[config.mk]
export PLATFORM = sky130hd
export DESIGN_NAME = bfs_top
export DESIGN_NICKNAME = d
export VERILOG_FILES = /design/src/include/bfs_pkg.sv /design/src/hw/bfs_top.sv /design/src/hw/bfs_sync.sv /design/src/hw/bfs_count.sv
export SDC_FILE = /design/constraint.sdc
export NUM_CORES = 1
export LEC_CHECK = 0
export CORE_ASPECT_RATIO = 2
export CORE_MARGIN = 3
export CORE_UTILIZATION = 60
export DETAILED_ROUTE_END_ITERATION = 6
export DONT_BUFFER_PORTS = 1
export PLACE_DENSITY = 0.8
export SLEW_MARGIN = 10
export SYNTH_ARGS = -nofsm -noshare
export SYNTH_HDL_FRONTEND = slang
export SYNTH_HIERARCHICAL = 1
export SYNTH_SLANG_ARGS = --single-unit
[constraint.sdc]
create_clock -name core_clk -period 5.8 [get_ports core_clk]
set_input_delay 0.58 -clock core_clk [delete_from_list [all_inputs] [get_ports core_clk]]
set_output_delay 0.58 -clock core_clk [all_outputs]
set_load 0.05 [all_outputs]
[src/include/bfs_pkg.sv]
// Shared constants for the buck fault and power-good sequencer.
// Assumes a 125 MHz core clock and a 32-bit AXI4-Lite register bus.
package bfs_pkg;
  localparam int AXI_ADDR_W = 8;
  localparam int AXI_DATA_W = 32;

  // Register byte offsets
  localparam logic [AXI_ADDR_W-1:0] OFS_CTRL = 8'h00;
  localparam logic [AXI_ADDR_W-1:0] OFS_PERIOD = 8'h04;
  localparam logic [AXI_ADDR_W-1:0] OFS_ONTIME = 8'h08;
  localparam logic [AXI_ADDR_W-1:0] OFS_STATUS = 8'h0C;
  localparam logic [AXI_ADDR_W-1:0] OFS_COUNT = 8'h10;

  localparam logic [1:0] RESP_OKAY = 2'h0;
  localparam logic [1:0] RESP_SLVERR = 2'h2;

  // Timing
  localparam int CLK_PERIOD_NS = 8;
  localparam int CLK_KHZ = 125000;
  localparam int OFF_TIME_NS = 200;
  localparam int BLANK_TIME_NS = 160;
  localparam int FREQ_MIN_KHZ = 250;
  localparam int FREQ_MAX_KHZ = 1200;
  localparam int FREQ_RST_KHZ = 500;
  localparam int OFF_CYC = OFF_TIME_NS / CLK_PERIOD_NS;
  localparam int BLANK_CYC = (BLANK_TIME_NS + CLK_PERIOD_NS - 1) / CLK_PERIOD_NS;
  localparam int HICCUP_CYCLES = 4096;
  localparam int PG_DELAY_CYCLES = 256;

  localparam int PER_W = 12;
  localparam logic [PER_W-1:0] PERIOD_MAX = PER_W'(CLK_KHZ / FREQ_MIN_KHZ);
  localparam logic [PER_W-1:0] PERIOD_MIN =
    PER_W'((CLK_KHZ + FREQ_MAX_KHZ - 1) / FREQ_MAX_KHZ);
  localparam logic [PER_W-1:0] PERIOD_RST = PER_W'(CLK_KHZ / FREQ_RST_KHZ);
  localparam logic [PER_W-1:0] OFF_CYC_W = PER_W'(OFF_CYC);
  localparam logic [PER_W-1:0] ONTIME_RST = 12'h040;
  localparam int BLANK_W = 6;
  localparam logic [BLANK_W-1:0] BLANK_CYC_W = BLANK_W'(BLANK_CYC);

  // Synchronised comparator flag positions
  localparam int FLG_BIAS = 0;
  localparam int FLG_EN = 1;
  localparam int FLG_SS_LOW = 2;
  localparam int FLG_OCSET = 3;
  localparam int FLG_LS_HIGH = 4;
  localparam int FLG_HOT = 5;
  localparam int FLG_COOL = 6;
  localparam int FLG_FB_HI = 7;
  localparam int FLG_FB_LO = 8;
  localparam int FLG_SS_PG = 9;
  localparam int FLG_TRACK = 10;
  localparam int FLG_PG_PIN = 11;
  localparam int FLG_N = 12;

  typedef enum logic [4:0] {
    ST_OFF = 5'b00001,
    ST_RUN = 5'b00010,
    ST_HICCUP = 5'b00100,
    ST_THERM = 5'b01000,
    ST_SSHUT = 5'b10000
  } bfs_state_type;
endpackage : bfs_pkg

[src/hw/bfs_top.sv]
// Buck converter supervisor: gate control, fault handling, power-good.
// Assumes comparator flags arrive asynchronously from the analog side
// and software sets up the switching period over AXI4-Lite.
//
// Overview of operation
// - Enable low tristates both gate drivers.
// - Soft-start pulled low stops switching until released.
// - Sense node below ground latches over-current, hiccup.
// - Hiccup discharges soft-start for 4096 switching cycles.
// - Hiccup repeats while the overload persists.
// - Blank over-current sampling 160 ns after low gate.
// - Over-temperature turns switches off, discharges soft-start.
// - Restart automatically after cooling below hysteresis band.
// - Power-good only with feedback inside window.
// - Power-good is open drain, external pull-up.
// - Non-tracking: power-good waits for soft-start threshold.
// - Power-good rises 256 cycles after window entry.
// - Tracking low follows input, else internal reference.
// - Fixed off-time caps duty each switching cycle.
// - Switching period programmable over 250 to 1200 kHz.
// - Ready only with bias and enable good.
`timescale 1ns/1ps
module bfs_top
  import bfs_pkg::*;
#(
  parameter int HICCUP_N = HICCUP_CYCLES,
  parameter int PG_DELAY_N = PG_DELAY_CYCLES
) (
  input wire logic core_clk, // 125 MHz clock
  input wire logic arst_n, // async reset, active low
  input wire logic [bfs_pkg::AXI_ADDR_W-1:0] s_axi_awaddr, // write address
  input wire logic s_axi_awvalid, // write address valid
  output logic s_axi_awready, // write address ready
  input wire logic [bfs_pkg::AXI_DATA_W-1:0] s_axi_wdata, // write data
  input wire logic [3:0] s_axi_wstrb, // byte enables
  input wire logic s_axi_wvalid, // write data valid
  output logic s_axi_wready, // write data ready
  output logic [1:0] s_axi_bresp, // write response
  output logic s_axi_bvalid, // write response valid
  input wire logic s_axi_bready, // write response ready
  input wire logic [bfs_pkg::AXI_ADDR_W-1:0] s_axi_araddr, // read address
  input wire logic s_axi_arvalid, // read address valid
  output logic s_axi_arready, // read address ready
  output logic [bfs_pkg::AXI_DATA_W-1:0] s_axi_rdata, // read data
  output logic [1:0] s_axi_rresp, // read response
  output logic s_axi_rvalid, // read data valid
  input wire logic s_axi_rready, // read data ready
  input wire logic bias_ok, // bias above lockout
  input wire logic enable_ok, // enable above threshold
  input wire logic ss_shutdown_low, // soft-start below shutdown level
  input wire logic ocset_below_gnd, // current sense under ground
  input wire logic ls_gate_high, // low-side gate above 3 V
  input wire logic temp_trip, // temperature above trip
  input wire logic temp_cool, // temperature below trip minus hysteresis
  input wire logic feedback_input_high, // feedback above upper window
  input wire logic feedback_input_low, // feedback below lower window
  input wire logic ss_pg_ready, // soft-start above power-good delay level
  input wire logic track_handover, // tracking input above hand-over
  input wire logic power_good_out_i, // power-good pin level
  output logic power_good_out_o, // power-good pin drive value
  output logic power_good_out_oe, // power-good pulls low when high
  output logic undervoltage_lockout, // ready to run, high when released
  output logic drv_tristate, // both gate drivers tristated
  output logic hs_gate, // high-side gate command
  output logic ls_gate, // low-side gate command
  output logic ss_discharge, // short soft-start capacitor
  output logic ref_internal, // internal reference selected
  output logic overcurrent_fault // latched over-current
);
  localparam int HIC_W = $clog2(HICCUP_N + 1);
  localparam int PGD_W = $clog2(PG_DELAY_N + 1);

  // Word update honouring byte enables
  function automatic logic [31:0] merge(input logic [31:0] old, input logic [31:0] nw,
                                        input logic [3:0] strb);
    logic [31:0] r;
    r = old;
    for (int i = 0; i < 4; i++) begin
      if (strb[i]) r[i*8 +: 8] = nw[i*8 +: 8];
    end
    return r;
  endfunction : merge

  logic [FLG_N-1:0] flg;
  bfs_sync #(.W(FLG_N)) u_sync (
    .core_clk(core_clk),
    .arst_n(arst_n),
    .d({power_good_out_i, track_handover, ss_pg_ready, feedback_input_low,
        feedback_input_high, temp_cool, temp_trip, ls_gate_high, ocset_below_gnd,
        ss_shutdown_low, enable_ok, bias_ok}),
    .q(flg)
  );

  // Register file
  logic ctrl_en_reg, ctrl_en_next;
  logic [PER_W-1:0] period_reg, period_next;
  logic [PER_W-1:0] ontime_reg, ontime_next;
  logic awready_next, wready_next, bvalid_next, arready_next, rvalid_next;
  logic [1:0] bresp_next, rresp_next;
  logic [31:0] rdata_next, wr_word;
  logic [AXI_ADDR_W-1:0] awaddr_reg, awaddr_next;
  logic [31:0] wdata_reg, wdata_next;
  logic [3:0] wstrb_reg, wstrb_next;

  // Protection state
  bfs_state_type state_reg, state_next;
  logic ocp_reg, ocp_next;
  logic pg_reg, pg_next;
  logic [PER_W-1:0] cyc_reg, cyc_next;
  logic tick_reg, tick_next;
  logic [BLANK_W-1:0] blank_reg, blank_next;
  logic hs_next, ls_next, tri_next, ssd_next, ref_next, por_next;
  logic [HIC_W-1:0] hic_count;
  logic hic_done;
  logic [PGD_W-1:0] pgd_count;
  logic pgd_done;
  logic por, pg_cond, run, ocp_sample;
  logic [PER_W-1:0] on_max, on_eff;

  always_comb begin
    awready_next = s_axi_awready;
    wready_next = s_axi_wready;
    bvalid_next = s_axi_bvalid;
    bresp_next = s_axi_bresp;
    arready_next = s_axi_arready;
    rvalid_next = s_axi_rvalid;
    rresp_next = s_axi_rresp;
    rdata_next = s_axi_rdata;
    awaddr_next = awaddr_reg;
    wdata_next = wdata_reg;
    wstrb_next = wstrb_reg;
    ctrl_en_next = ctrl_en_reg;
    period_next = period_reg;
    ontime_next = ontime_reg;
    wr_word = '0;
    if (s_axi_awvalid && s_axi_awready) begin
      awaddr_next = s_axi_awaddr;
      awready_next = 1'b0;
    end
    if (s_axi_wvalid && s_axi_wready) begin
      wdata_next = s_axi_wdata;
      wstrb_next = s_axi_wstrb;
      wready_next = 1'b0;
    end
    // Both halves held: commit once, then answer
    if (!s_axi_awready && !s_axi_wready && !s_axi_bvalid) begin
      bvalid_next = 1'b1;
      bresp_next = RESP_OKAY;
      if (awaddr_reg == OFS_CTRL) begin
        wr_word = merge({31'h0000_0000, ctrl_en_reg}, wdata_reg, wstrb_reg);
        ctrl_en_next = wr_word[0];
      end else if (awaddr_reg == OFS_PERIOD) begin
        wr_word = merge({20'h0_0000, period_reg}, wdata_reg, wstrb_reg);
        period_next = wr_word[PER_W-1:0];
        if (wr_word > {20'h0_0000, PERIOD_MAX}) period_next = PERIOD_MAX;
        if (wr_word < {20'h0_0000, PERIOD_MIN}) period_next = PERIOD_MIN;
      end else if (awaddr_reg == OFS_ONTIME) begin
        wr_word = merge({20'h0_0000, ontime_reg}, wdata_reg, wstrb_reg);
        ontime_next = (wr_word[31:PER_W] != 20'h0_0000) ? {PER_W{1'b1}} :
                      wr_word[PER_W-1:0];
      end else if (awaddr_reg != OFS_STATUS && awaddr_reg != OFS_COUNT) begin
        bresp_next = RESP_SLVERR;
      end
    end
    if (s_axi_bvalid && s_axi_bready) begin
      bvalid_next = 1'b0;
      awready_next = 1'b1;
      wready_next = 1'b1;
    end
    if (s_axi_arvalid && s_axi_arready) begin
      arready_next = 1'b0;
      rvalid_next = 1'b1;
      rresp_next = RESP_OKAY;
      if (s_axi_araddr == OFS_CTRL) begin
        rdata_next = {31'h0000_0000, ctrl_en_reg};
      end else if (s_axi_araddr == OFS_PERIOD) begin
        rdata_next = {20'h0_0000, period_reg};
      end else if (s_axi_araddr == OFS_ONTIME) begin
        rdata_next = {20'h0_0000, ontime_reg};
      end else if (s_axi_araddr == OFS_STATUS) begin
        rdata_next = {12'h000, flg, pg_reg, ocp_reg, por, state_reg};
      end else if (s_axi_araddr == OFS_COUNT) begin
        rdata_next = {16'(hic_count), 16'(pgd_count)};
      end else begin
        rdata_next = '0;
        rresp_next = RESP_SLVERR;
      end
    end else if (s_axi_rvalid && s_axi_rready) begin
      rvalid_next = 1'b0;
      arready_next = 1'b1;
    end
  end

  always_ff @(posedge core_clk or negedge arst_n) begin
    if (!arst_n) begin
      s_axi_awready <= 1'b1;
      s_axi_wready <= 1'b1;
      s_axi_bvalid <= 1'b0;
      s_axi_bresp <= RESP_OKAY;
      s_axi_arready <= 1'b1;
      s_axi_rvalid <= 1'b0;
      s_axi_rresp <= RESP_OKAY;
      s_axi_rdata <= '0;
      awaddr_reg <= '0;
      wdata_reg <= '0;
      wstrb_reg <= 4'h0;
      ctrl_en_reg <= 1'b1;
      period_reg <= PERIOD_RST;
      ontime_reg <= ONTIME_RST;
    end else begin
      s_axi_awready <= awready_next;
      s_axi_wready <= wready_next;
      s_axi_bvalid <= bvalid_next;
      s_axi_bresp <= bresp_next;
      s_axi_arready <= arready_next;
      s_axi_rvalid <= rvalid_next;
      s_axi_rresp <= rresp_next;
      s_axi_rdata <= rdata_next;
      awaddr_reg <= awaddr_next;
      wdata_reg <= wdata_next;
      wstrb_reg <= wstrb_next;
      ctrl_en_reg <= ctrl_en_next;
      period_reg <= period_next;
      ontime_reg <= ontime_next;
    end
  end

  assign por = flg[FLG_BIAS] && flg[FLG_EN];
  assign run = (state_reg == ST_RUN);
  assign on_max = period_reg - OFF_CYC_W;
  assign on_eff = (ontime_reg > on_max) ? on_max : ontime_reg;
  // Sampling only after the low gate has been high past the blanking time
  assign ocp_sample = flg[FLG_LS_HIGH] && (blank_reg == BLANK_CYC_W) && flg[FLG_OCSET];
  // Tracking start-up skips the soft-start threshold check
  assign pg_cond = run && !flg[FLG_FB_HI] && !flg[FLG_FB_LO]
                   && (!flg[FLG_TRACK] || flg[FLG_SS_PG]);

  // Hiccup length counted in switching cycles
  bfs_count #(.W(HIC_W), .LIMIT(HICCUP_N)) u_hiccup (
    .core_clk(core_clk),
    .arst_n(arst_n),
    .clr(state_reg != ST_HICCUP),
    .tick(tick_reg),
    .count(hic_count),
    .done(hic_done)
  );

  bfs_count #(.W(PGD_W), .LIMIT(PG_DELAY_N)) u_pg_delay (
    .core_clk(core_clk),
    .arst_n(arst_n),
    .clr(!pg_cond),
    .tick(tick_reg),
    .count(pgd_count),
    .done(pgd_done)
  );

  always_comb begin
    state_next = state_reg;
    cyc_next = (cyc_reg >= period_reg - 1'b1) ? '0 : cyc_reg + 1'b1;
    tick_next = (cyc_reg >= period_reg - 1'b1);
    blank_next = !flg[FLG_LS_HIGH] ? '0 :
                 (blank_reg == BLANK_CYC_W) ? blank_reg : blank_reg + 1'b1;
    ocp_next = ocp_reg;
    if (!por || hic_done) ocp_next = 1'b0;
    if (por && run && ocp_sample) ocp_next = 1'b1;
    case (state_reg)
      ST_OFF: if (por && ctrl_en_reg) state_next = ST_RUN;
      ST_RUN: begin
        if (ocp_reg) state_next = ST_HICCUP;
        else if (flg[FLG_SS_LOW]) state_next = ST_SSHUT;
      end
      ST_HICCUP: if (hic_done) state_next = ST_RUN;
      ST_THERM: if (flg[FLG_COOL] && !flg[FLG_HOT]) state_next = ST_RUN;
      ST_SSHUT: if (!flg[FLG_SS_LOW]) state_next = ST_RUN;
      default: state_next = ST_OFF;
    endcase
    if (flg[FLG_HOT] && state_reg != ST_OFF) state_next = ST_THERM;
    if (!por || !ctrl_en_reg) state_next = ST_OFF;
    hs_next = (state_next == ST_RUN) && (cyc_next < on_eff);
    ls_next = (state_next == ST_RUN) && !(cyc_next < on_eff);
    tri_next = !flg[FLG_EN] || state_next == ST_OFF;
    ssd_next = (state_next != ST_RUN) && (state_next != ST_SSHUT);
    ref_next = flg[FLG_TRACK];
    por_next = por;
    pg_next = pgd_done && pg_cond;
  end

  always_ff @(posedge core_clk or negedge arst_n) begin
    if (!arst_n) begin
      state_reg <= ST_OFF;
      cyc_reg <= '0;
      tick_reg <= 1'b0;
      blank_reg <= '0;
      ocp_reg <= 1'b0;
      pg_reg <= 1'b0;
      hs_gate <= 1'b0;
      ls_gate <= 1'b0;
      drv_tristate <= 1'b1;
      ss_discharge <= 1'b1;
      ref_internal <= 1'b0;
      undervoltage_lockout <= 1'b0;
      overcurrent_fault <= 1'b0;
      power_good_out_o <= 1'b0;
      power_good_out_oe <= 1'b1;
    end else begin
      state_reg <= state_next;
      cyc_reg <= cyc_next;
      tick_reg <= tick_next;
      blank_reg <= blank_next;
      ocp_reg <= ocp_next;
      pg_reg <= pg_next;
      hs_gate <= hs_next;
      ls_gate <= ls_next;
      drv_tristate <= tri_next;
      ss_discharge <= ssd_next;
      ref_internal <= ref_next;
      undervoltage_lockout <= por_next;
      overcurrent_fault <= ocp_next;
      power_good_out_o <= 1'b0;
      power_good_out_oe <= !pg_next;
    end
  end
endmodule : bfs_top

[src/hw/bfs_sync.sv]
// Two-flop synchroniser for a vector of independent level inputs.
// Assumes each bit is a slow level; no bus coherency across bits.
`timescale 1ns/1ps
module bfs_sync #(
  parameter int W = 1
) (
  input wire logic core_clk, // core clock
  input wire logic arst_n, // async reset, active low
  input wire logic [W-1:0] d, // asynchronous levels
  output logic [W-1:0] q // synchronised levels
);
  logic [W-1:0] meta_reg;
  logic [W-1:0] meta_next;
  logic [W-1:0] q_next;

  always_comb begin
    meta_next = d;
    q_next = meta_reg;
  end

  always_ff @(posedge core_clk or negedge arst_n) begin
    if (!arst_n) begin
      meta_reg <= '0;
      q <= '0;
    end else begin
      meta_reg <= meta_next;
      q <= q_next;
    end
  end
endmodule : bfs_sync

[src/hw/bfs_count.sv]
// Saturating event counter with synchronous clear.
// Assumes tick is a one-cycle pulse on the core clock.
`timescale 1ns/1ps
module bfs_count #(
  parameter int W = 13,
  parameter int LIMIT = 4096
) (
  input wire logic core_clk, // core clock
  input wire logic arst_n, // async reset, active low
  input wire logic clr, // restart from zero
  input wire logic tick, // count one event
  output logic [W-1:0] count, // events counted
  output logic done // count reached LIMIT
);
  localparam logic [W-1:0] LIM = W'(LIMIT);
  logic [W-1:0] count_next;

  always_comb begin
    count_next = count;
    if (clr) begin
      count_next = '0;
    end else if (tick && count != LIM) begin
      count_next = count + 1'b1;
    end
  end

  always_ff @(posedge core_clk or negedge arst_n) begin
    if (!arst_n) begin
      count <= '0;
    end else begin
      count <= count_next;
    end
  end

  assign done = (count == LIM);
endmodule : bfs_count

## After elaboration in Yosys (flattened, before gate mapping)

Index checks and enable logic that the tools add are counted.

- Equality and inequality tests: 27
- Reduce and logical (&&, ||, !) cells: 55
- Bitwise gates (word level): 2
- Magnitude comparators: 5
- Multiplexer cells: 76
- $add $sub $neg: 6

Operators by type and width:

| operator | number |
|---|---|
| 8-bit 2-to-1 mux | 30 |
| 29-bit 2-to-1 mux | 5 |
| 12-bit 2-to-1 mux | 5 |
| 5-bit 2-to-1 mux | 8 |
| 32-bit by 9-bit > comparator with 1-bit output (second input constant) | 1 |
| 32-bit by 7-bit < comparator with 1-bit output (second input constant) | 1 |
| 13-bit 2-to-1 mux | 2 |
| 1-bit logical AND | 25 |
| 5-bit one-hot mux with 5 select lines | 1 |
| 8-bit by 4-bit == test with 1-bit output (second input constant) | 3 |
| 20-bit nonzero test | 1 |
| 2-bit 2-to-1 mux | 9 |
| 9-bit 2-to-1 mux | 2 |
| 8-bit by 3-bit == test with 1-bit output (second input constant) | 2 |
| 8-bit zero test | 2 |
| 2-bit nonzero test | 7 |
| 13-bit by 1-bit adder with 13-bit output (second input constant) | 1 |
| 13-bit == test (second input constant) | 1 |
| 13-bit inequality test (second input constant) | 1 |
| 12-bit by 1-bit adder with 12-bit output (second input constant) | 1 |
| 12-bit >= comparator | 1 |
| 12-bit > comparator | 1 |
| 1-bit zero test | 12 |
| 12-bit < comparator | 1 |
| 28 further kinds | 48 |

- Output and inout port bits: 50
- Logic and storage cells: 203
- Flip-flop bits (word level): 189
- Input port bits: 71

## Logic depth before layout (Yosys ltp)

Gate-level depths: netlist of the first run.

- Depth in word-level cells: 8
- Mapped depth: 21
- Mapped depth without buffers: 20

## By module

The synthesis of the first run kept the hierarchy.

By module, submodules not included:

| module | area each (um2) | seq. area each (um2) | times used | cells each |
|---|---|---|---|---|
| bfs_top | 7307.0 | 3472.1 | 1 | 726 |
| bfs_count (u_hiccup) | 737.0 | 325.3 | 1 | 75 |
| bfs_sync | 600.6 | 600.6 | 1 | 24 |
| bfs_count (u_pg_delay) | 509.2 | 225.2 | 1 | 52 |

## Least setup slack after synthesis of the first run

Ideal clock, no wire load.

- Path kind: flip-flop to flip-flop
- Start point: reg period_reg[0]
- End point: reg hs_gate
- Period minus slack after synthesis: 4164 ps
- Path slack: 1636 ps
- Library setup time: 67 ps
- Cell stages (with the launch flop): 20
- Data required time: 5733 ps
- Arrival time: 4097 ps
- Path buffers: 1
- Cell sequence: dfrtp_1 -> inv_1 -> ha_1 -> nand2b_1 -> a31oi_1 -> nor3b_1 -> xnor2_1 -> ha_1 -> nand4_1 -> a211o_1 -> a31oi_1 -> clkbuf_1 -> mux2_2 -> ha_1 -> a21o_1 -> a21o_1 -> a21oi_1 -> inv_1 -> o21ai_0 -> and3_1

- Word-level cells in the longest chain between the ends: 5
- Elaborated cells on any way between the ends: 8
- Classes of those cells: add/sub (2); order compare (3); mux (2); reduce/logical (1)

RTL lines:

| what | RTL line | source |
|---|---|---|
| start, declared | bfs_top.sv:96 | `logic [PER_W-1:0] period_reg, period_next;` |
| start signal, assigned | bfs_top.sv:223 | `period_reg <= period_next;` |
| 12-bit by 1-bit subtractor with 12-bit output or 12-bit by 5-bit subtractor with 12-bit output (tied branches) | bfs_top.sv:259, bfs_top.sv:230 |  |
| 12-bit >= comparator or 12-bit > comparator (tied branches) | bfs_top.sv:259, bfs_top.sv:231 |  |
| 12-bit 2-to-1 mux (on tied branches) | bfs_top.sv:259, bfs_top.sv:231 |  |
| 12-bit < comparator (*) | bfs_top.sv:279 | `hs_next = (state_next == ST_RUN) && (cyc_next < on_eff);` |
| 1-bit logical AND (*) | bfs_top.sv:279 |  |
| via hs_next | bfs_top.sv:112 | `logic hs_next, ls_next, tri_next, ssd_next, ref_next, por_next;` |
| end signal, assigned | bfs_top.sv:312 | `hs_gate <= hs_next;` |
| end, declared | bfs_top.sv:64 | `output logic hs_gate,` |

The timed path passes the listed nets; every way through them passes the cells marked *.
A chain may end at the register's enable or synchronous reset.

## Worst setup path after layout of the first run

Same ends and word-level chain as after synthesis.

==> impl_metrics.csv, run 1 <==
group,metric,value,unit
run_status,status,"completed",
sta,timing.hold.ws,0.131,ns
worst_setup_path,worst_setup_path_start_kind,"flop",
sta,hold_viol,0,
cells_and_area,diodes,0,
clocking,cts_htree_levels,4,
routing,totalWireLength,21.8,mm
clocking,clk_path_buf_depth,2,
cells_and_area,drive_gt1_share,13.3,%
worst_setup_path,cp-end-kind,"flop",
synthesis,ys_ff_latch,184,
cells_and_area,final_cell_count_no_fill,1070,
worst_setup_path,r2r-end,"hs_gate",
sta,fin_crit,4.28,ns
run,max_cap_violations,0,
floorplanning,io_pins,121,
power_and_ir_drop,leakage,4.26,nW
worst_setup_path,worst_r2r_path_depth,18,
power_and_ir_drop,ir_drop,0.300,mV
sta,slew-limit-headroom,41.4,%
global_routing,grt_pass1_wl,34.8,mm
global_routing,overflow,0,
synthesis,syn_area,9150,um^2
floorplanning,fp.coreArea,14900,um^2
cells_and_area,layout.nets,976,
power_and_ir_drop,clockPowerShare,27.1,%
worst_setup_path,critPathArrivalTime,4.64,ns
synthesis,ys_warn_count,6,
routing,drt_drc_violations_left,0,
power_and_ir_drop,powerDensity,428,nW/um^2
floorplanning,dieArea,16900,um^2
floorplanning,die_h,181,um
sta,fin_skew,0.00860,ns
clocking,cts_tree,"done",
place,dp_hpwl,16.1,mm
global_routing,antenna_found_initial,0,
synthesis,yosysTopAreaCellShare,46.2,%
worst_setup_path,required,6.16,ns
synthesis,synth_edf_count,0,
power_and_ir_drop,combPwrFrac,27.4,%
routing,vias,6745,
floorplanning,start_util,61.4,%
routing,ant_nets,0,
worst_setup_path,cp-startpoint,"period_reg[0]",
global_routing,track_usage,26.5,%
worst_setup_path,r2r-start,"period_reg[0]",
clocking,cts_resized,0,
synthesis,avgSynthCellArea,10.4,um^2
synthesis,synth-seq-area-share,50.5,%
routing,vias_per_cell,6.30,
routing,dr.pass1.iters,6,
synthesis,syn_inst,877,
routing,drt-initial-drc-count,440,
cells_and_area,postLayoutCoreUtil,66.3,%
worst_setup_path,critPathCapture,"hs_gate",
sta,fin_crit_sh,73.8,%
synthesis,synth_area_leaders,"dfrtp_1 46%, mux2_2 6.4%, ha_1 5.9%, dfstp_2 4.3%, nand2_1 3.8%",
sta,max_freq,234,MHz
floorplanning,die_w,93.3,um
power_and_ir_drop,seqPwrFrac,45.5,%
synthesis,synth_cell_type_count,67,
worst_setup_path,worstPathMaxFanout,20,
synthesis,synthFlopType,"dfrtp_1",
floorplanning,rows,63,
power_and_ir_drop,swShare,35.5,%
clocking,path_clk_slew,0.07,ns
sta,rsz0062_at_grt,"no",
place,gp_congestion,0.960,
sta,setup_violations,0,
routing,wl_per_cell,20.4,um
sta,drv_slew,0,
synthesis,async_reset_ff_share,100,%
min_path,hold_class,"input port to asynchronous set/reset pin",
clocking,numCtsBuffers,17,
clocking,cts_sinks,184,
worst_setup_path,criticalPathCategory,"flop to flop",
sta,tns,0,ns
worst_setup_path,rrSetupSlack,1.52,ns
clocking,clk-insertion-delay-late,0.43,ns
power_and_ir_drop,p_switching,1.50,mW
synthesis,yosysTopAreaCell,"dfrtp_1",
clocking,root_buffer,"clkbuf_16",
power_and_ir_drop,p_int,2.73,mW
cells_and_area,largest_reg_flops,32,
global_routing,first_global_vias,7173,
cells_and_area,syn_to_final_growth,7.93,%
sta,worstMarginPinSlew,0.879,ns
place,port_buffers,0,
global_routing,grt_max_degree,173,
place,dp_cells,1036,
routing by layer:
metal  global-route usage (%)  part of all wire [%]  vias to the layer above
li1                         -                     -                     3080
met1                     25.7                    33                     3277
met2                     48.8                    55                      297
met3                     5.18                   5.9                       91
met4                     17.6                   6.5                        0
met5                        0                     0                        -
through the flow:
step | instance area [um^2] | power [mW] | worst slack (ns)
2_1_floorplan | 9170 | 2.74 | 1.64
3_3_place_gp | 9250 | 3.01 | 1.71
3_5_place_dp | 9250 | 3.06 | 1.59
4_1_cts | 9880 | 4.25 | 1.52
5_1_grt | 9880 | 4.48 | 1.15
6_report | 9880 | 4.23 | 1.52
power groups by stage:
stage	clock network, mW	logic [mW]	registers (mW)
6_report	1.15	1.16	1.93
4_1_cts	1.17	1.16	1.92
2_1_floorplan	0	0.963	1.78
5_1_grt	1.22	1.31	1.96
3_3_place_gp	0	1.08	1.93
3_5_place_dp	0	1.12	1.94
cell usage after synthesis (7+ instances only):
master	count
xnor2_1	22
mux2_2	52
a21boi_0	8
nand4_1	10
nor2b_1	10
a22oi_1	7
clkbuf_1	34
xor2_1	21
o22a_1	15
nand2_1	93
ha_1	43
a31oi_1	7
nor3_1	18
buf_4	7
a21oi_1	33
mux2i_1	7
nand3_1	24
nor2_1	58
nand3b_1	7
and3_1	9
o21ai_0	68
a222oi_1	8
dfstp_2	15
and2_1	7
dfrtp_1	169
inv_1	34
nand2b_1	9
or4_1	7
repair_timing:
action                    in CTS  in global routing
hold endpoints to repair     172                  0
hold buffers                   2                  0
setup buffers                  0                  0
how the worst min path moves through the flow:
stage / start / endpoint / slack (ns) / depth (start not counted)
global placement: arst_n / u_sync/q[6] / 0.29 / 0
detailed placement: arst_n / blank_reg[3] / 0.29 / 0
finish: arst_n / cyc_reg[10] / 0.13 / 1
floorplan: arst_n / awaddr_reg[0] / 0.28 / 0
global route: power_good_out_i / u_sync/meta_reg[11] / 0.16 / 0
CTS: enable_ok / u_sync/meta_reg[1] / 0.16 / 0
cell families (layout without fill, tap and decap cells):
kind of cell	count (synthesis)	count (layout)	synth area share, %
other	1	6	0.0410
buffers and inverters	79	72	3.57
adders and majority gates	43	43	5.88
muxes	60	60	7.29
and+or+nand+nor	284	284	15.8
AOI/OAI and AO/OA	183	183	12.8
xor gates and xnor gates	43	43	4.11
DFF	184	184	50.5
worst max-delay path, cell delays in order, from the launching register on:
cell and delay (ns):
dfrtp_1 0.42, inv_1 0.18, ha_1 0.21, nand2b_1 0.11, a31oi_1 0.30, nor3b_1 0.27, xnor2_1 0.14, ha_1 0.30
nand4_1 0.13, a211o_1 0.29, a31oi_1 0.24, buf_4 0.27, mux2i_1 0.28, ha_1 0.27, inv_1 0.07, o21ai_0 0.07
o32a_1 0.36, o21ai_0 0.14, and3_1 0.17
cell usage in the layout, fill, tap and decap left out, types with 5 or more instances in the layout:
| cell | n |
|---|---|
| nand2_1 | 93 |
| o22a_1 | 15 |
| nand3b_1 | 7 |
| xnor2_1 | 22 |
| a222oi_1 | 8 |
| inv_1 | 34 |
| ha_1 | 43 |
| and2_1 | 7 |
| or4_1 | 7 |
| dfstp_2 | 15 |
| nor4_1 | 5 |
| o21ai_0 | 68 |
| nand3_1 | 24 |
| nor2_1 | 58 |
| mux2_2 | 52 |
| and3_1 | 9 |
| a21boi_0 | 8 |
| a31oi_1 | 7 |
| mux2i_1 | 7 |
| a21oi_1 | 33 |
| nor2b_1 | 10 |
| nand2b_1 | 9 |
| dfrtp_1 | 169 |
| a22oi_1 | 7 |
| clkbuf_16 | 17 |
| xor2_1 | 21 |
| nor3_1 | 18 |
| a21o_1 | 5 |
| nand4_1 | 10 |
| conb_1 | 6 |
final cells by class:
cell class / count / area [um^2]
tap: 195 / 244
clock inverter: 13 / 141
timing repair buffer: 6 / 67.6
sequential: 184 / 4620
clock buffer: 19 / 453
inverter: 34 / 128
fill: 1122 / 5020
multi-input combinational: 619 / 4220
Power figures use the tool's default switching activity.
==> run 2, diff against run 1 <==
--- a/config.mk
+++ b/config.mk
@@ -5,6 +5,7 @@
 export SDC_FILE = /design/constraint.sdc
 export NUM_CORES = 1
 export LEC_CHECK = 0
+export ABC_AREA = 1
 export CORE_ASPECT_RATIO = 2
 export CORE_MARGIN = 3
 export CORE_UTILIZATION = 60
==> constraint.sdc (replaced) <==
create_clock -name core_clk -period 4.2 [get_ports core_clk]
set_input_delay 0.42 -clock core_clk [delete_from_list [all_inputs] [get_ports core_clk]]
set_output_delay 0.42 -clock core_clk [all_outputs]
set_load 0.05 [all_outputs]
==> run 2 against run 1 <==
Effect of this change:
- the run now ends with negative hold slack left
- power is 42% higher
- core utilization is 1.2 points higher
- count of clock-buffer cells in the layout is 1 lower
- area after synthesis is 7.4% higher
- sequential power is 35% higher
- sequential cell count stayed put
- global-route usage is 2.7 points higher
- highest routed layer unchanged
- clock skew is 0.0039 ns higher
- via count is 21% higher
- design area is 9.0% higher
- worst setup slack worse by 1.3 ns
- register-to-register slack worse by 1.3 ns
==> impl_metrics.csv, run 2 <==
group,metric,value,unit
run_status,status,"complete, but fails checks",
run_status,violations,"negative hold slack",
place,dpl_cell_area,9970,um^2
power_and_ir_drop,swShare,39.1,%
floorplanning,dieArea,18000,um^2
cells_and_area,layout.nets,1299,
routing,dr.pass1.iters,5,
routing,drt-initial-drc-count,552,
synthesis,synthMuxAreaShare,4.35,%
global_routing,antenna_found_initial,0,
floorplanning,rows,65,
synthesis,synth_top_family_by_area,"simple AND/OR/NAND/NOR gates",
floorplanning,die_h,187,um
synthesis,synth_common_cells,"270 x nand2_1, 169 x dfrtp_1, 132 x inv_1",
synthesis,yosysTopAreaCellShare,43.0,%
clocking,path_clk_slew,0.07,ns
sta,hold_viol,172,
routing,vias,8161,
power_and_ir_drop,seqPwrFrac,43.2,%
worst_setup_path,cp-end-kind,"flop",
clocking,cts_sinks,184,
floorplanning,io_pins,121,
power_and_ir_drop,combPwrFrac,30.5,%
synthesis,synth-adder-area-share,5.47,%
sta,drv_slew,0,
routing,vias_per_cell,5.83,
cells_and_area,diodes,0,
synthesis,synth-compound-area-share,8.77,%
synthesis,synthFlopType,"dfrtp_1",
worst_setup_path,critPathCapture,"hs_gate",
worst_setup_path,r2r-start,"period_reg[0]",
global_routing,grt_pass1_wl,39.9,mm
power_and_ir_drop,clockPowerShare,26.2,%
clocking,cts_tree,"done",
cells_and_area,drive_gt1_share,12.3,%
place,port_buffers,0,
clocking,numCtsBuffers,17,
cells_and_area,layout_common_cells,"269 x nand2_1, 169 x dfrtp_1, 131 x inv_1",
cells_and_area,postLayoutCoreUtil,67.5,%
global_routing,grt_max_degree,185,
sta,slew-limit-headroom,39.1,%
synthesis,async_reset_ff_share,100,%
sta,fin_skew,0.0125,ns
worst_setup_path,cp-startpoint,"period_reg[0]",
sta,fin_crit,4.02,ns
clocking,clk_path_buf_depth,2,
routing,wl_per_cell,18.5,um
worst_setup_path,cp_common_cell,"nand2_1",
clocking,clk-insertion-delay-late,0.45,ns
place,dp_cells,1353,
power_and_ir_drop,p_switching,2.35,mW
synthesis,ys_warn_count,6,
place,gp_congestion,1.06,
power_and_ir_drop,p_int,3.67,mW
worst_setup_path,worst_setup_path_start_kind,"flop",
routing,totalWireLength,25.9,mm
sta,worstMarginPinSlew,0.910,ns
worst_setup_path,cp_cell_sequence,"inv_1 -> ha_2 -> nand3_1 -> nor2_1 -> buf_4 -> nand3_1 -> xor2_2 -> ha_1 -> nand2_1 -> inv_1 -> nand2_1 -> nand2_1 -> a21oi_1 -> nand3_1 -> buf_4 -> nor3_1 -> ha_1 -> nand3b_1 -> a21oi_1 -> a2111oi_1 -> buf_4 -> nand2_1 -> nor2_1",
cells_and_area,nFillCells,1343,
cells_and_area,ff_latch_area,4620,um^2
worst_setup_path,critPathArrivalTime,4.38,ns
cells_and_area,syn_to_final_growth,9.52,%
synthesis,synth-xor-area-share,2.41,%
synthesis,synth-seq-area-share,47.0,%
cells_and_area,post-route-cell-area,10800,um^2
power_and_ir_drop,p_total,6.02,mW
worst_setup_path,crit_path_top_delay_cell,"dfrtp_1",
run,max_cap_violations,0,
worst_setup_path,rrSetupSlack,0.18,ns
clocking,cts_hold_buffers,12,
worst_setup_path,required,4.56,ns
sta,max_freq,249,MHz
synthesis,yosysTopAreaCell,"dfrtp_1",
sta,fin_crit_sh,95.6,%
cells_and_area,final_cell_count_no_fill,1399,
synthesis,synth_cell_type_count,48,
place,pre_cts_ws,0.100,ns
synthesis,ys_ff_latch,184,
sta,finalWorstSetupSlack,0.184,ns
floorplanning,start_util,61.7,%
synthesis,synthSimpleGateAreaFrac,24.4,%
routing,ant_nets,0,
worst_setup_path,worst_r2r_path_depth,23,
worst_setup_path,worstPathMaxFanout,12,
power_and_ir_drop,leakage,5.27,nW
sta,setup_violations,0,
synthesis,yosysMostFrequentCell,"nand2_1",
synthesis,avgSynthCellArea,8.40,um^2
synthesis,synth_area_leaders,"dfrtp_1 43%, nand2_1 10%, ha_1 5.5%, inv_1 5.0%, nor2_1 4.4%",
synthesis,syn_area,9830,um^2
cells_and_area,largest_reg_flops,32,
worst_setup_path,max_stage_delay,0.43,ns
cells_and_area,layout_commonest_cell,"nand2_1",
synthesis,synth_edf_count,0,
global_routing,track_usage,29.2,%
clocking,cts_htree_levels,4,
floorplanning,fp.coreArea,15900,um^2
power_and_ir_drop,ir_drop,0.455,mV
worst_setup_path,r2r-end,"hs_gate",
routing,drt_drc_violations_left,0,
global_routing,first_global_vias,8152,
min_path,hold_class,"input port to asynchronous set/reset pin",
place,dp_hpwl,19.1,mm
synthesis,syn_inst,1170,
sta,timing.hold.ws,-0.331,ns
global_routing,overflow,0,
cells_and_area,multi_input_area,4550,um^2
floorplanning,die_w,96.5,um
worst_setup_path,criticalPathCategory,"flop to flop",
clocking,root_buffer,"clkbuf_16",
power_and_ir_drop,powerDensity,559,nW/um^2
==> run 2: cells by family (layout without fill, tap and decap cells) <==
kind of cell / Yosys count / count (layout)
xor gates and xnor gates: 27 / 27
and+or+nand+nor: 544 / 544
DFF: 184 / 184
AOI/OAI and AO/OA: 158 / 158
muxes: 38 / 38
other: 1 / 6
adders and majority gates: 43 / 43
buffers and inverters: 175 / 198
==> run 2: power groups by stage <==
stage	sequential, mW	combinational [mW]	clock (mW)
after detailed placement	2.62	1.74	0
after global routing	2.65	2.06	1.67
after global placement	2.61	1.69	0
after CTS	2.59	1.78	1.59
final	2.60	1.84	1.58
after floorplan	2.47	1.40	0
==> run 2: stage by stage <==
| step | TNS (ns) | hold WS [ns] |
|---|---|---|
| after global routing | -0.0126 | -0.350 |
| final | 0 | -0.331 |
| after detailed placement | 0 | 0.129 |
| after floorplan | 0 | 0.124 |
| after global placement | 0 | 0.128 |
| after CTS | 0 | -0.343 |
==> run 2: area by class of cell <==
type                            count  area share (%)
Multi-Input combinational cell    816            42.3
Clock buffer                       18            3.99
Timing Repair Buffer               19            1.60
Tap cell                          201            2.34
Clock inverter                     14            1.46
Inverter                          145            5.22
Timing Repair inverter              2           0.139
Sequential cell                   184            42.9
==> run 2: per-layer routing <==
layer  GRT usage [%]  share of wire [%]  wire length, um
met5               0                  0                0
met3            7.33                7.0             1800
met4            20.3                8.0             2080
met2            52.9                 54            13800
met1            26.9                 31             8140
==> run 2: how the worst min path moves through the flow <==
stage                       from                 end  slack [ns]  depth (start not counted)
after floorplan           arst_n       awaddr_reg[0]        0.12                          0
after global placement    arst_n   u_hiccup/count[7]        0.13                          0
after detailed placement  arst_n   u_hiccup/count[7]        0.13                          0
after CTS                 arst_n       ontime_reg[1]       -0.34                          0
after global routing      arst_n   u_hiccup/count[9]       -0.35                          0
final                     arst_n  u_hiccup/count[11]       -0.33                          0
==> run 2: repair_timing <==
| item | 4_1_cts | 5_1_grt |
|---|---|---|
| endpoints found under the hold margin | 196 | 184 |
| setup buffers | 0 | 0 |
| endpoints found under the setup margin | 1 | 2 |
| gates resized for setup | 3 | 15 |
| pin swaps | 0 | 3 |
| gates cloned | 1 | 1 |
==> run 2: worst max-delay path, delay by kind of cell, from the launching register on <==
kind / cells / cell delay, ns
adders and majority gates: 3 / 0.82
buffers and inverters: 5 / 0.66
DFF: 1 / 0.43
AOI/OAI and AO/OA: 3 / 0.54
xor gates and xnor gates: 1 / 0.18
and+or+nand+nor: 11 / 1.33
==> run 3, diff against run 2 <==
--- a/config.mk
+++ b/config.mk
@@ -15,5 +15,4 @@
 export SLEW_MARGIN = 10
 export SYNTH_ARGS = -nofsm -noshare
 export SYNTH_HDL_FRONTEND = slang
-export SYNTH_HIERARCHICAL = 1
 export SYNTH_SLANG_ARGS = --single-unit
==> run 3 against run 2 <==
Effect of this change:
- the flow still finishes with violations (negative hold slack)
- highest routed layer unchanged
- critical path depth fell by 1
- non-clock buffer count is the same
- area after synthesis shrank 3.9%
- fmax grew 4.3%
==> impl_metrics.csv, run 3 <==
group,metric,value,unit
run_status,status,"complete, but fails checks",
run_status,violations,"negative hold slack",
floorplanning,die_w,94.7,um
clocking,clk-insertion-delay-late,0.44,ns
routing,totalWireLength,23.2,mm
synthesis,yosysTopAreaCellShare,44.8,%
cells_and_area,post-route-cell-area,10400,um^2
global_routing,track_usage,27.9,%
floorplanning,rows,64,
cells_and_area,syn_to_final_growth,10.3,%
synthesis,yosysTopAreaCell,"dfrtp_1",
routing,ant_nets,0,
global_routing,first_global_vias,7645,
clocking,cts_tree,"done",
place,port_buffers,0,
floorplanning,die_h,183,um
sta,fin_crit_sh,91.7,%
routing,dr.pass1.iters,5,
worst_setup_path,worst_r2r_path_depth,22,
worst_setup_path,required,4.56,ns
global_routing,grt_max_degree,185,
cells_and_area,nFillCells,1243,
synthesis,synth_common_cells,"189 x nand2_1, 169 x dfrtp_1, 128 x inv_1",
sta,finalWorstSetupSlack,0.349,ns
synthesis,syn_inst,1049,
clocking,clk_path_buf_depth,2,
sta,slew-limit-headroom,44.6,%
synthesis,avgSynthCellArea,9.00,um^2
routing,drt_drc_violations_left,0,
sta,drv_slew,0,
synthesis,synthFlopType,"dfrtp_1",
worst_setup_path,worstPathMaxFanout,7,
synthesis,ys_ff_latch,184,
global_routing,overflow,0,
sta,fin_crit,3.85,ns
sta,timing.hold.ws,-0.316,ns
clocking,root_buffer,"clkbuf_16",
synthesis,synth-seq-area-share,49.0,%
routing,wl_per_cell,18.1,um
floorplanning,start_util,61.4,%
power_and_ir_drop,ir_drop,0.443,mV
floorplanning,io_pins,121,
power_and_ir_drop,powerDensity,551,nW/um^2
cells_and_area,drive_gt1_share,13.9,%
routing,vias_per_cell,5.84,
synthesis,synth_edf_count,0,
clocking,cts_sinks,184,
clocking,numCtsBuffers,17,
sta,hold_viol,172,
worst_setup_path,criticalPathCategory,"flop to flop",
global_routing,antenna_found_initial,0,
floorplanning,dieArea,17400,um^2
worst_setup_path,cp-end-kind,"flop",
cells_and_area,layout.nets,1184,
synthesis,ys_warn_count,0,
synthesis,yosysMostFrequentCell,"nand2_1",
cells_and_area,largest_reg_flops,32,
cells_and_area,layout_commonest_cell,"nand2_1",
floorplanning,fp.coreArea,15400,um^2
place,gp_congestion,0.971,
run,max_cap_violations,0,
synthesis,synth_area_leaders,"dfrtp_1 45%, nand2_1 7.5%, ha_1 5.7%, inv_1 5.1%, mux2_2 4.7%",
sta,fin_skew,0.0118,ns
sta,worstMarginPinSlew,0.823,ns
synthesis,async_reset_ff_share,100,%
place,dp_hpwl,17.5,mm
sta,setup_violations,0,
cells_and_area,layout_common_cells,"188 x nand2_1, 169 x dfrtp_1, 127 x inv_1",
power_and_ir_drop,leakage,4.92,nW
routing,vias,7478,
place,pre_cts_ws,0.301,ns
place,dpl_cell_area,9610,um^2
sta,max_freq,260,MHz
synthesis,synth_cell_type_count,59,
global_routing,grt_pass1_wl,37.0,mm
min_path,hold_class,"input port to asynchronous set/reset pin",
worst_setup_path,critPathArrivalTime,4.21,ns
routing,drt-initial-drc-count,462,
cells_and_area,diodes,0,
clocking,path_clk_slew,0.07,ns
synthesis,syn_area,9440,um^2
clocking,cts_htree_levels,4,
worst_setup_path,worst_setup_path_start_kind,"flop",
-- run 3: cell families after synthesis --
group | count (synthesis) | synth area share [%]
other | 1 | 0.0397
buffers and inverters | 162 | 6.88
flip-flops | 184 | 49.0
AO/OA/AOI/OAI | 192 | 11.6
AND/OR/NAND/NOR | 407 | 20.3
adder cells (fa/ha/maj) | 43 | 5.70
XOR/XNOR | 21 | 1.95
multiplexers | 39 | 4.65
-- run 3: final cells by class --
cell class                      count  area [um^2]  share of cell area, %
Inverter                          138          522                   5.01
Clock buffer                       19          453                   4.35
Tap cell                          198          248                   2.38
Timing Repair inverter              2         15.0                  0.144
Timing Repair Buffer               19          185                   1.78
Clock inverter                     13          153                   1.47
Sequential cell                   184         4620                   44.4
Multi-Input combinational cell    708         4220                   40.5
-- run 3: worst paths after layout --
path	start	endpoint	slack (ns)
setup / recovery	period_reg[0]	hs_gate	0.35
hold / removal	arst_n	u_sync.meta_reg[4]	-0.32
setup reg to reg	period_reg[0]	hs_gate	0.35
hold reg to reg	u_sync.meta_reg[9]	u_sync.q[9]	0.35
max in group asynchronous	arst_n	ontime_reg[6]	4.11
min in group core_clk	s_axi_wvalid	s_axi_wready	0.05
-- run 3: per-stage QoR --
stage               utilization [%]  total power [mW]  instances  TNS [ns]
floorplan                         -              3.70       1054         0
finish                         67.7              5.74       1281         0
CTS                            67.0              5.75       1273         0
global route                   67.7              6.10       1281   -0.0351
detailed placement             62.5              4.11       1232         0
global placement               62.5              4.06       1232         0
-- run 3: timing repair --
item / 4_1_cts / 5_1_grt
gates resized for setup: 0 / 11
hold buffers: 9 / 3
buffers inserted: 0 / 3
setup endpoints to repair: 0 / 2
endpoints found under the hold margin: 193 / 187
-- run 3: critical path, stage by stage (launching register included) --
cell and delay, ns:
dfrtp_1 0.42, inv_1 0.20, ha_1 0.26, nand3_1 0.13, nor2_1 0.15, nand2_1 0.10
nor2_1 0.13, xor2_1 0.16, ha_1 0.24, nand2_1 0.08, inv_1 0.04, nand2_1 0.05
nand2_1 0.07, a21oi_1 0.19, nand3_2 0.19, nor3_1 0.38, ha_1 0.32, nand2_1 0.08
nor2_1 0.05, a211oi_1 0.19, o221a_2 0.23, nand2_1 0.05, nor2_1 0.08
-- run 3: power breakdown --
part / total, mW / internal (mW) / switching [mW]
registers: 2.50 / 2.10 / 0.397
clock network: 1.63 / 0.878 / 0.753
logic: 1.61 / 0.649 / 0.957
-- run 3: per-layer routing --
metal / share of wire, % / GRT usage [%] / routed length [um] / vias up
met3: 6.1 / 6.15 / 1410 / 110
li1: - / - / - / 3524
met4: 8.8 / 21.6 / 2050 / 0
met1: 32 / 27.0 / 7520 / 3540
met5: 0 / 0 / 0 / -
met2: 53 / 49.5 / 12300 / 304
